===== src/common/diag_pkg.sv =====
// constants shared by the diagnostic image block and its output filter
package diag_pkg;
   // register byte offsets on the apb side
   localparam logic [7:0] OFF_GEN    = 8'h00;
   localparam logic [7:0] OFF_SNS    = 8'h04;
   localparam logic [7:0] OFF_ACT    = 8'h08;
   localparam logic [7:0] OFF_CFG    = 8'h0c;
   localparam logic [7:0] OFF_VVEN   = 8'h10;
   localparam logic [7:0] OFF_VDEV   = 8'h14;
   localparam logic [7:0] OFF_VEN    = 8'h18;
   localparam logic [7:0] OFF_PORT   = 8'h1c;
   localparam logic [7:0] OFF_IRQ_ST = 8'h20;
   localparam logic [7:0] OFF_IRQ_CL = 8'h24;
   localparam logic [7:0] OFF_IRQ_EN = 8'h28;
   // config register fields
   localparam int CFG_AUX_EN  = 0;
   localparam int CFG_DOF_EN  = 1;
   localparam int CFG_TMO_LSB = 8;
   localparam logic [15:0] CFG_RST = 16'h5001;
   localparam logic [7:0]  TMO_RST = 8'h50;
   // general diagnostic word bit positions
   localparam int GEN_SYS_LV = 0;
   localparam int GEN_AUX_LV = 1;
   localparam int GEN_SNS_SC = 2;
   localparam int GEN_ACT_SC = 3;
   localparam int GEN_SUM0   = 8;
   // interrupt event bit positions
   localparam int EV_SYS = 0;
   localparam int EV_AUX = 1;
   localparam int EV_SNS = 2;
   localparam int EV_ACT = 3;
   localparam int EV_VAL = 4;
   localparam int EV_W   = 5;
   // timing
   localparam int CLK_NS    = 100;
   localparam int MS_NS     = 1000000;
   localparam int CYC_MS    = MS_NS / CLK_NS;
   localparam int FILTER_MS = 5;
endpackage


===== src/common/chan_if.sv =====
// carrier between the image block and the output channel filter
`timescale 1ns/1ps
interface chan_if #(parameter int N = 16);
   logic [N-1:0] cmd;        // commanded channel values
   logic [N-1:0] rb;         // read-back physical values
   logic [N-1:0] err;        // filtered channel errors
   logic         ms_tick;    // one-cycle pulse every millisecond
   logic [7:0]   timeout_ms; // surveillance mask after switch-on
   modport ctl (output cmd, rb, ms_tick, timeout_ms, input err);
   modport filt (input cmd, rb, ms_tick, timeout_ms, output err);
endinterface


===== src/design/chan_filter.sv =====
// per-channel mismatch filter with switch-on surveillance mask
`timescale 1ns/1ps
module chan_filter
   import diag_pkg::*;
#(
   parameter int N = 16
)(
   input  wire logic clk_i,    // system clock
   input  wire logic arst_n_i, // async reset, active low
   chan_if.filt      ch        // channel values and filtered errors
);
   logic [N-1:0] cmd_d_ff; // previous command, for edge detect

   // remember last command to spot switch-on
   always_ff @(posedge clk_i or negedge arst_n_i)
      if (!arst_n_i)
         cmd_d_ff <= '0;
      else
         cmd_d_ff <= ch.cmd;

   for (genvar i = 0; i < N; i++)
   begin : g_ch
      logic [7:0] mask_ff;  // remaining mask time in ms
      logic [2:0] pers_ff;  // ms the mismatch has persisted
      logic       err_ff;   // filtered error level
      logic       rise;     // switch-on edge
      logic       mism;     // command and read-back differ
      assign rise = ch.cmd[i] & ~cmd_d_ff[i];
      assign mism = ch.cmd[i] ^ ch.rb[i];

      // surveillance mask reloads on every switch-on
      always_ff @(posedge clk_i or negedge arst_n_i)
         if (!arst_n_i)
            mask_ff <= '0;
         else if (rise)
            mask_ff <= ch.timeout_ms;
         else if (ch.ms_tick && mask_ff != 8'h00)
            mask_ff <= mask_ff - 8'h01;

      // persistence filter; clears itself when the mismatch goes
      always_ff @(posedge clk_i or negedge arst_n_i)
         if (!arst_n_i)
         begin
            pers_ff <= '0;
            err_ff  <= 1'b0;
         end
         else if (rise || !mism || mask_ff != 8'h00)
         begin
            pers_ff <= '0;
            err_ff  <= 1'b0;
         end
         else if (ch.ms_tick && pers_ff != 3'(FILTER_MS))
            pers_ff <= pers_ff + 3'h1;
         else if (pers_ff == 3'(FILTER_MS))
            err_ff <= 1'b1;
      assign ch.err[i] = err_ff;
   end
endmodule


===== src/design/diag_image.sv =====
// diagnostic image builder: supplies, shorts, channel errors, port status
`timescale 1ns/1ps
// Contract
// - system supply out of range sets flag
// - system fault only darkens green indicator
// - general byte 0 flag order fixed
// - general byte 1 summaries, upper nibble zero
// - aux flag and red only when enabled
// - aux reporting off suppresses aux diagnostics
// - aux failure flags commanded-high channels
// - actuator bytes map channels one to sixteen
// - sensor short sets flag and port bit
// - output short sets flag and channel bit
// - channel error is command/read-back mismatch
// - switch-on masks errors for surveillance timeout
// - steady-on error reported after filter delay
// - id mismatch sets port validation error
// - separate per-port error, warning, notice bits
module diag_image
   import diag_pkg::*;
#(
   parameter int CYC_PER_MS = CYC_MS, // clock cycles per millisecond
   parameter int NCH        = 16      // output channels
)(
   input  wire logic              clk_i,           // system clock
   input  wire logic              arst_n_i,        // async reset, low
   input  wire logic              psel_i,          // apb select
   input  wire logic              penable_i,       // apb enable
   input  wire logic              pwrite_i,        // apb write
   input  wire logic [7:0]        paddr_i,         // apb byte address
   input  wire logic [31:0]       pwdata_i,        // apb write data
   output logic [31:0]            prdata_o,        // apb read data
   output logic                   pready_o,        // apb ready
   output logic                   pslverr_o,       // apb error
   input  wire logic              sys_uv_i,        // system supply < 18 V
   input  wire logic              sys_ov_i,        // system supply > 30 V
   input  wire logic              aux_uv_i,        // aux supply < 18 V
   input  wire logic              aux_ov_i,        // aux supply > 30 V
   input  wire logic              temp_over_i,     // over temperature
   input  wire logic              temp_under_i,    // under temperature
   input  wire logic              fw_err_i,        // firmware error
   input  wire logic              int_err_i,       // internal module error
   input  wire logic [7:0]        sns_short_i,     // sensor supply shorts
   input  wire logic [NCH-1:0]    out_short_i,     // output shorts
   input  wire logic [NCH-1:0]    out_cmd_i,       // commanded outputs
   input  wire logic [NCH-1:0]    out_rb_i,        // read-back outputs
   input  wire logic              id_stb_i,        // port ids valid pulse
   input  wire logic [2:0]        port_index_i,    // port of the ids
   input  wire logic [15:0]       id_vendor_i,     // reported vendor id
   input  wire logic [23:0]       id_device_i,     // reported device id
   input  wire logic [7:0]        dev_err_i,       // port device errors
   input  wire logic [7:0]        dev_warn_i,      // port device warnings
   input  wire logic [7:0]        dev_notice_i,    // port notifications
   output logic [15:0]            gen_diag_o,      // general diag word
   output logic [15:0]            sensor_diag_o,   // sensor diag word
   output logic [NCH-1:0]         act_diag_o,      // actuator diag word
   output logic                   sys_led_green_o, // system supply ok
   output logic                   aux_led_red_o,   // aux supply fault
   output logic                   irq_o            // interrupt, high
);
   localparam int TW = $clog2(CYC_PER_MS + 1);

   chan_if #(.N(NCH)) ch ();               // link to the filter

   logic [TW-1:0]    tick_cnt_ff;           // millisecond prescaler
   logic             tick_ff;               // millisecond pulse
   logic [15:0]      cfg_ff;                // options and timeout
   logic [15:0]      vvendor_ff;            // expected vendor id
   logic [23:0]      vdevice_ff;            // expected device id
   logic [7:0]       val_en_ff;             // validate per port
   logic [EV_W-1:0]  irq_en_ff;             // interrupt enables
   logic [EV_W-1:0]  irq_st_ff;             // sticky events
   logic             irq_ff;                // interrupt output
   logic [15:0]      gen_ff;                // general diag word
   logic [15:0]      sns_ff;                // sensor diag word
   logic [NCH-1:0]   act_ff;                // actuator diag word
   logic [7:0]       val_err_ff;            // validation errors
   logic [7:0]       deverr_ff;             // device errors
   logic [7:0]       devwarn_ff;            // device warnings
   logic [7:0]       devnote_ff;            // device notices
   logic             led_g_ff;              // green indicator
   logic             led_r_ff;              // red indicator
   logic             pready_ff;             // apb ready
   logic             pslverr_ff;            // apb error
   logic [31:0]      prdata_ff;             // apb read data
   logic [15:0]      nxt_gen;               // next general word
   logic [NCH-1:0]   nxt_act;               // next actuator word
   logic [7:0]       nxt_val;               // next validation bits
   logic [EV_W-1:0]  ev;                    // new events
   logic             sys_flt;               // system supply fault
   logic             aux_flt;               // aux supply fault
   logic             aux_rep;               // aux reporting enabled
   logic             acc;                   // apb access phase
   logic             wr;                    // write takes effect
   logic [31:0]      rd_mux;                // read data select
   logic             mapped;                // address decodes

   // write strobe for one register offset
   function automatic logic wr_hit(input logic w, input logic [7:0] a,
                                   input logic [7:0] off);
      wr_hit = w && (a == off);
   endfunction

   assign sys_flt = sys_uv_i | sys_ov_i;
   assign aux_flt = aux_uv_i | aux_ov_i;
   assign aux_rep = cfg_ff[CFG_AUX_EN];
   assign acc     = psel_i & penable_i;
   assign wr      = acc & pready_ff & pwrite_i;

   // filter hookup
   assign ch.cmd        = out_cmd_i;
   assign ch.rb         = out_rb_i;
   assign ch.ms_tick    = tick_ff;
   assign ch.timeout_ms = cfg_ff[CFG_TMO_LSB +: 8];

   chan_filter #(.N(NCH)) u_filt (
      .clk_i    (clk_i),
      .arst_n_i (arst_n_i),
      .ch       (ch)
   );

   // millisecond prescaler for the filter and the mask
   always_ff @(posedge clk_i or negedge arst_n_i)
      if (!arst_n_i)
      begin
         tick_cnt_ff <= '0;
         tick_ff     <= 1'b0;
      end
      else if (tick_cnt_ff == TW'(CYC_PER_MS - 1))
      begin
         tick_cnt_ff <= '0;
         tick_ff     <= 1'b1;
      end
      else
      begin
         tick_cnt_ff <= tick_cnt_ff + TW'(1);
         tick_ff     <= 1'b0;
      end

   // next diagnostic image, from present conditions and held port, validation and filter state
   always_comb
   begin
      nxt_gen = '0;
      nxt_gen[GEN_SYS_LV] = sys_flt;
      nxt_gen[GEN_AUX_LV] = aux_flt & aux_rep;
      nxt_gen[GEN_SNS_SC] = |sns_short_i;
      nxt_gen[GEN_ACT_SC] = |out_short_i;
      nxt_gen[4] = temp_under_i;
      nxt_gen[5] = temp_over_i;
      nxt_gen[6] = fw_err_i;
      nxt_gen[7] = int_err_i;
      // summaries lag the per-port bits by one cycle
      nxt_gen[GEN_SUM0 +: 4] = {|devnote_ff, |devwarn_ff,
                                |deverr_ff, |val_err_ff};
      // readback is meaningless without aux supply, so only the
      // opt-in commanded-high report stands in for the filter then
      if (aux_flt)
         nxt_act = out_short_i |
                   ((aux_rep && cfg_ff[CFG_DOF_EN]) ? out_cmd_i
                                                    : '0);
      else
         nxt_act = out_short_i | ch.err;
      // validation bits drop as soon as a port stops being checked
      nxt_val = val_err_ff & val_en_ff;
      if (id_stb_i)
         nxt_val[port_index_i] = val_en_ff[port_index_i] &&
            (id_vendor_i != vvendor_ff ||
             id_device_i != vdevice_ff);
   end

   // rising edges of reported supply, short, channel and validation faults are interrupt events
   always_comb
   begin
      ev = '0;
      ev[EV_SYS] = nxt_gen[GEN_SYS_LV] & ~gen_ff[GEN_SYS_LV];
      ev[EV_AUX] = nxt_gen[GEN_AUX_LV] & ~gen_ff[GEN_AUX_LV];
      ev[EV_SNS] = |(sns_short_i & ~sns_ff[7:0]);
      ev[EV_ACT] = |(nxt_act & ~act_ff);
      ev[EV_VAL] = |(nxt_val & ~val_err_ff);
   end

   // diagnostic image follows the conditions level by level
   always_ff @(posedge clk_i or negedge arst_n_i)
      if (!arst_n_i)
      begin
         gen_ff <= '0;
         sns_ff <= '0;
         act_ff <= '0;
      end
      else
      begin
         gen_ff <= nxt_gen;
         sns_ff <= {8'h00, sns_short_i};
         act_ff <= nxt_act;
      end

   // per-port status, kept per severity
   always_ff @(posedge clk_i or negedge arst_n_i)
      if (!arst_n_i)
      begin
         val_err_ff <= '0;
         deverr_ff  <= '0;
         devwarn_ff <= '0;
         devnote_ff <= '0;
      end
      else
      begin
         val_err_ff <= nxt_val;
         deverr_ff  <= dev_err_i;
         devwarn_ff <= dev_warn_i;
         devnote_ff <= dev_notice_i;
      end

   // supply indicators; supply faults also reach the general diag word, and an aux fault the actuator word
   always_ff @(posedge clk_i or negedge arst_n_i)
      if (!arst_n_i)
      begin
         led_g_ff <= 1'b0;
         led_r_ff <= 1'b0;
      end
      else
      begin
         led_g_ff <= ~sys_flt;
         led_r_ff <= aux_flt & aux_rep;
      end

   // software configuration registers
   always_ff @(posedge clk_i or negedge arst_n_i)
      if (!arst_n_i)
      begin
         cfg_ff     <= CFG_RST;
         vvendor_ff <= '0;
         vdevice_ff <= '0;
         val_en_ff  <= '0;
         irq_en_ff  <= '0;
      end
      else
      begin
         if (wr_hit(wr, paddr_i, OFF_CFG))
            cfg_ff <= pwdata_i[15:0];
         if (wr_hit(wr, paddr_i, OFF_VVEN))
            vvendor_ff <= pwdata_i[15:0];
         if (wr_hit(wr, paddr_i, OFF_VDEV))
            vdevice_ff <= pwdata_i[23:0];
         if (wr_hit(wr, paddr_i, OFF_VEN))
            val_en_ff <= pwdata_i[7:0];
         if (wr_hit(wr, paddr_i, OFF_IRQ_EN))
            irq_en_ff <= pwdata_i[EV_W-1:0];
      end

   // sticky events: a new event beats a clear in the same cycle
   always_ff @(posedge clk_i or negedge arst_n_i)
      if (!arst_n_i)
      begin
         irq_st_ff <= '0;
         irq_ff    <= 1'b0;
      end
      else
      begin
         if (wr_hit(wr, paddr_i, OFF_IRQ_CL))
            irq_st_ff <= (irq_st_ff & ~pwdata_i[EV_W-1:0]) | ev;
         else
            irq_st_ff <= irq_st_ff | ev;
         irq_ff <= |(irq_st_ff & irq_en_ff);
      end

   // read data select; the clear register reads as zero
   always_comb
   begin
      rd_mux = '0;
      mapped = 1'b1;
      case (paddr_i)
         OFF_GEN:    rd_mux = {16'h0000, gen_ff};
         OFF_SNS:    rd_mux = {16'h0000, sns_ff};
         OFF_ACT:    rd_mux = 32'(act_ff);
         OFF_CFG:    rd_mux = {16'h0000, cfg_ff};
         OFF_VVEN:   rd_mux = {16'h0000, vvendor_ff};
         OFF_VDEV:   rd_mux = {8'h00, vdevice_ff};
         OFF_VEN:    rd_mux = {24'h000000, val_en_ff};
         OFF_PORT:   rd_mux = {devnote_ff, devwarn_ff,
                               deverr_ff, val_err_ff};
         OFF_IRQ_ST: rd_mux = 32'(irq_st_ff);
         OFF_IRQ_CL: rd_mux = '0;
         OFF_IRQ_EN: rd_mux = 32'(irq_en_ff);
         default:    mapped = 1'b0;
      endcase
   end

   // apb answer: one wait state, registered ready, data and error
   always_ff @(posedge clk_i or negedge arst_n_i)
      if (!arst_n_i)
      begin
         pready_ff  <= 1'b0;
         pslverr_ff <= 1'b0;
         prdata_ff  <= '0;
      end
      else
      begin
         pready_ff  <= acc & ~pready_ff;
         pslverr_ff <= acc & ~pready_ff & ~mapped;
         if (acc && !pready_ff && !pwrite_i)
            prdata_ff <= rd_mux;
      end

   assign prdata_o        = prdata_ff;
   assign pready_o        = pready_ff;
   assign pslverr_o       = pslverr_ff;
   assign gen_diag_o      = gen_ff;
   assign sensor_diag_o   = sns_ff;
   assign act_diag_o      = act_ff;
   assign sys_led_green_o = led_g_ff;
   assign aux_led_red_o   = led_r_ff;
   assign irq_o           = irq_ff;
endmodule


===== config.mk =====
export PLATFORM = sky130hd
export DESIGN_NAME = diag_image
export DESIGN_NICKNAME = d
export VERILOG_FILES = /design/src/common/diag_pkg.sv /design/src/common/chan_if.sv /design/src/design/chan_filter.sv /design/src/design/diag_image.sv
export SDC_FILE = /design/constraint.sdc
export NUM_CORES = 1
export LEC_CHECK = 0
export BUFFER_PORTS_ARGS = -buffer_cell sky130_fd_sc_hd__buf_2
export CAP_MARGIN = 10
export CORE_ASPECT_RATIO = 1.75
export CORE_MARGIN = 5
export CORE_UTILIZATION = 45
export CTS_BUF_LIST = sky130_fd_sc_hd__clkbuf_4 sky130_fd_sc_hd__clkbuf_8
export DETAILED_ROUTE_END_ITERATION = 6
export RECOVER_POWER = 25
export SYNTH_ARGS = -nofsm -noshare
export SYNTH_HDL_FRONTEND = slang
export SYNTH_SLANG_ARGS = --single-unit
export TNS_END_PERCENT = 5

===== constraint.sdc =====
create_clock -name clk_i -period 5.3 [get_ports clk_i]
set_input_delay 0.53 -clock clk_i [delete_from_list [all_inputs] [get_ports clk_i]]
set_output_delay 0.53 -clock clk_i [all_outputs]
set_load 0.1 [all_outputs]

==> reports/results.txt <==
Classification of the worst-slack hold path: input pin to flop. The highest clock frequency the design can meet is 351 MHz, and the cell count of the worst hold path is 1. The violation count after the first detailed-route iteration came out at 1039.

For this design the top-level I/O count stands at 262. The congestion estimate from routability-driven global placement came to 0.943. For the final routed database, the setup TNS stands at 0 ns. The run gives 10.6 nW as the reported leakage power. For the iteration count of the initial detailed-routing pass, the log shows 7. The run gives 0 as the remaining global-route overflow.

For the worst setup skew after layout, the log shows 0.0265 ns. The worst hold path begins at sns_short_i[0]. Power spread over the standard cell area amounts to 278 nW/µm². The tools report the initial antenna violation count as 9. Once the clock tree was built, the resizer swapped 0 gates to a different size. Data on the critical path is required at its endpoint by 5.79 ns.

The number of synthesized register bits was 401. The critical register-to-register path endpoint is u_filt.g_ch[2].mask_ff[4]. The via density per instance was 5.58. The die is 169 µm wide. In the final routed layout, each cell accounts on average for 21.5 µm. The share of flip-flops with an asynchronous set or reset after synthesis is 100%, and the total die area is 48700 µm². The number of design rule violations left after detail routing came out at 1. The die outline height was 288 µm; the number of placed instances with taps included was 2704.

The maximum clock insertion buffer count is 3. The average instance area after synthesis was 10.3 µm²; the standard cell core area was 44000 µm². For this run, the post-layout net count is 2450.

The worst setup path is of the input pin to flop kind. Dividing the final minimum period by the clock period gives 53.8%. Maximum level of the CTS H-tree: 2.

The dominant synthesized flop cell is dfrtp_1. The number of maximum-capacitance violations was 1; the worst endpoint data arrival time was 3.34 ns. The number of buffers inserted by port buffering was 241; the pin count of the biggest net entering global routing was 159. The worst relative slew slack is -9.50%, and the worst-case setup slack after placement is 2.09 ns. Along the worst path, the maximum fanout reaches 19. The path with the worst hold slack has its endpoint at sensor_diag_o[0]. For the count of endpoints failing hold in the final timing report, the log shows 0.

In this run the remaining antenna-violating nets after routing total 0. The tools report the count of pins over their slew limit as 20. The clock-pin slew of the registers on the worst-case setup and hold paths is 0.06 ns. Summing internal, switching and leakage power gives 6.47 mW. The logs give 59 for the total CTS buffers and 0 for the Yosys warning count. Summed over all nets, the half-perimeter wirelength after detailed placement is 44700 µm. The transition at the pin with the smallest max-transition slack is 1.64 ns, and the register-to-register setup slack is 2.51 ns.

Setup violations remaining at the end of the flow were counted as 0. The number of global-route vias before repair came out at 16300. The area of placed instances came out at 21700 µm². The number of inserted filler cells in the final layout was 3962.

Yosys mapped a number of flops with a built-in enable equal to 0. The routed wire length was 61300 µm; the aggregate global-route resource usage was 24.6%. At the later pin of the worst-skew pair, clock insertion delay measures 0.63 ns. The tools report the category of the worst setup path capture point as a flop. IR analysis of the VDD net gives a maximum drop of 0.214 mV.

After synthesis, flip-flops and latches occupy 50.4% of the total area. The run finished, with violations left. Synthesis produced 1939 cells.

The summed area of non-filler cells in the final layout was 23200 µm². Startpoint kind of the worst setup timing path: an input pin. The layout overhead on the synthesized area is 16.7%. In this run the cell area of the synthesized design comes to 19900 µm².

Setup repair after global routing left no endpoint under its margin. TritonCTS built the clock tree. The count of distinct cell types in the synthesized netlist is 79. The checks that failed: DRC, capacitance limit, slew limit. For the worst-case setup margin in the final layout, the log shows 2.45 ns. Row generation in the floorplan step produced 102 rows. CTS saw 401 sinks. The first global-routing pass estimated 93000 µm of wire. Initial core utilization: 45.2%.

The root buffer cell chosen for the clock tree is clkbuf_8. The final route contains 15900 vias. The smallest clock period supported by the final layout is computed as 2.85 ns. The non-filler instance count after layout is 2845, and the fraction of final layout cells with drive strength greater than 1 is 20.3%. Startpoint of the most critical register-to-register path: ch.ms_tick.

The worst reg2reg path depth came out at 6.
==> Yosys cell counts, types with 10 or more instances <==
cell | count | area [µm²]
a21o_1 | 10 | 75.1
inv_1 | 98 | 368
mux2_2 | 78 | 878
nor2_1 | 168 | 631
nand3_1 | 22 | 110
or2_2 | 10 | 62.6
o21ai_0 | 102 | 510
nand2_1 | 193 | 724
and4b_1 | 16 | 160
ha_1 | 49 | 613
nor4_1 | 53 | 332
a211oi_1 | 16 | 120
dfrtp_1 | 398 | 9960
a221o_1 | 13 | 130
nor2b_1 | 15 | 93.8
mux2i_1 | 27 | 270
a22o_1 | 16 | 140
nand4_1 | 16 | 100
nor3_1 | 54 | 270
a21oi_1 | 121 | 606
nand2b_1 | 22 | 138
xnor2_1 | 92 | 806
a22oi_1 | 33 | 248
mux2_1 | 11 | 124
clkbuf_1 | 51 | 191
buf_4 | 17 | 128
xor2_1 | 75 | 657
o22ai_1 | 10 | 62.6
or3_1 | 22 | 138
==> what timing repair did <==
action                    4_1_cts  5_1_grt
hold buffers                   31        0
buffers inserted                0        0
hold endpoints to repair       79        0
==> routing by layer <==
metal,wire length (µm),track usage [%],part of all wire [%],vias up
li1,-,-,-,7398
met1,22500,27.1,37,7748
met2,31600,44.5,52,536
met3,3420,4.42,5.6,179
met4,3690,13.5,6.0,6
met5,41,0,0.067,-
==> where the power goes <==
| part | switching, mW | leakage (nW) | internal (mW) |
|---|---|---|---|
| logic | 0.419 | 4.71 | 0.183 |
| registers | 0.0825 | 5.22 | 3.14 |
| clock network | 1.22 | 0.665 | 1.43 |
==> metrics by stage <==
step                      util (%)  hold slack, ns
after floorplan                  -           0.234
after CTS                     52.9         0.00155
after global placement        49.3           0.461
final                         52.8          0.0654
after global routing          52.8          0.0386
after detailed placement      49.3           0.462
==> critical path, cell delays in order <==
cell and delay (ns):
buf_2 0.09, nor2_1 1.19, nor2_1 0.11, clkbuf_1 0.49, a221o_1 0.55, a211oi_1 0.27
nand3_1 0.09
==> logic make-up (layout without fill, tap and decap cells) <==
kind of cell    after synthesis  after routing  synth area share (%)
xor+xnor                    167            167                  7.34
mux                         120            120                  6.84
fa+ha+maj                    49             49                  3.08
other cells                   1             17                0.0188
buf+inv                     178            496                  3.76
compound gates              385            385                  12.4
simple gates                638            638                  16.2
flops                       401            401                  50.4
==> sequential cells by signal (all words and copies together), names as in the netlist, 12 cells and up <==
register	cells
prdata_o	32
u_filt.cmd_d_ff	16
cfg_ff	16
gen_diag_o	12
u_filt.g_ch.mask_ff	128
act_diag_o	16
vvendor_ff	16
tick_cnt_ff	14
vdevice_ff	24
u_filt.g_ch.pers_ff	48
u_filt.g_ch.err_ff	16
==> worst max path at each step <==
stage | from | to | slack (ns) | cells past startpoint
6_report | aux_ov_i | irq_st_ff[3] | 2.45 | 7
5_1_grt | ch.ms_tick | u_filt.g_ch[2].mask_ff[4] | 2.29 | 6
3_3_place_gp | paddr_i[5] | cfg_ff[15] | 2.13 | 6
4_1_cts | ch.ms_tick | u_filt.g_ch[2].mask_ff[4] | 2.44 | 6
2_1_floorplan | pready_o | vdevice_ff[10] | 2.74 | 4
3_5_place_dp | paddr_i[5] | cfg_ff[8] | 2.09 | 6
==> cells in the final DEF, fill, tap and decap left out, types with 75 or more instances in the layout <==
cell	Yosys	layout
a21oi_1	121	121
inv_1	98	98
mux2_2	78	78
dfrtp_1	398	397
nor2_1	168	168
nand2_1	193	193
xor2_1	75	75
buf_2	8	213
o21ai_0	102	102
clkbuf_8	0	76
xnor2_1	92	92
==> area by class of cell <==
cell class	instances	area (µm²)	area share [%]
Inverter	98	368	1.58
Sequential cell	401	10000	43.2
Antenna cell	5	12.5	0.0538
Clock buffer	90	1150	4.95
Clock inverter	15	110	0.474
Tap cell	572	716	3.08
Multi-Input combinational cell	1371	9180	39.5
Timing Repair Buffer	293	1670	7.19
Power figures use the tool's default switching activity.
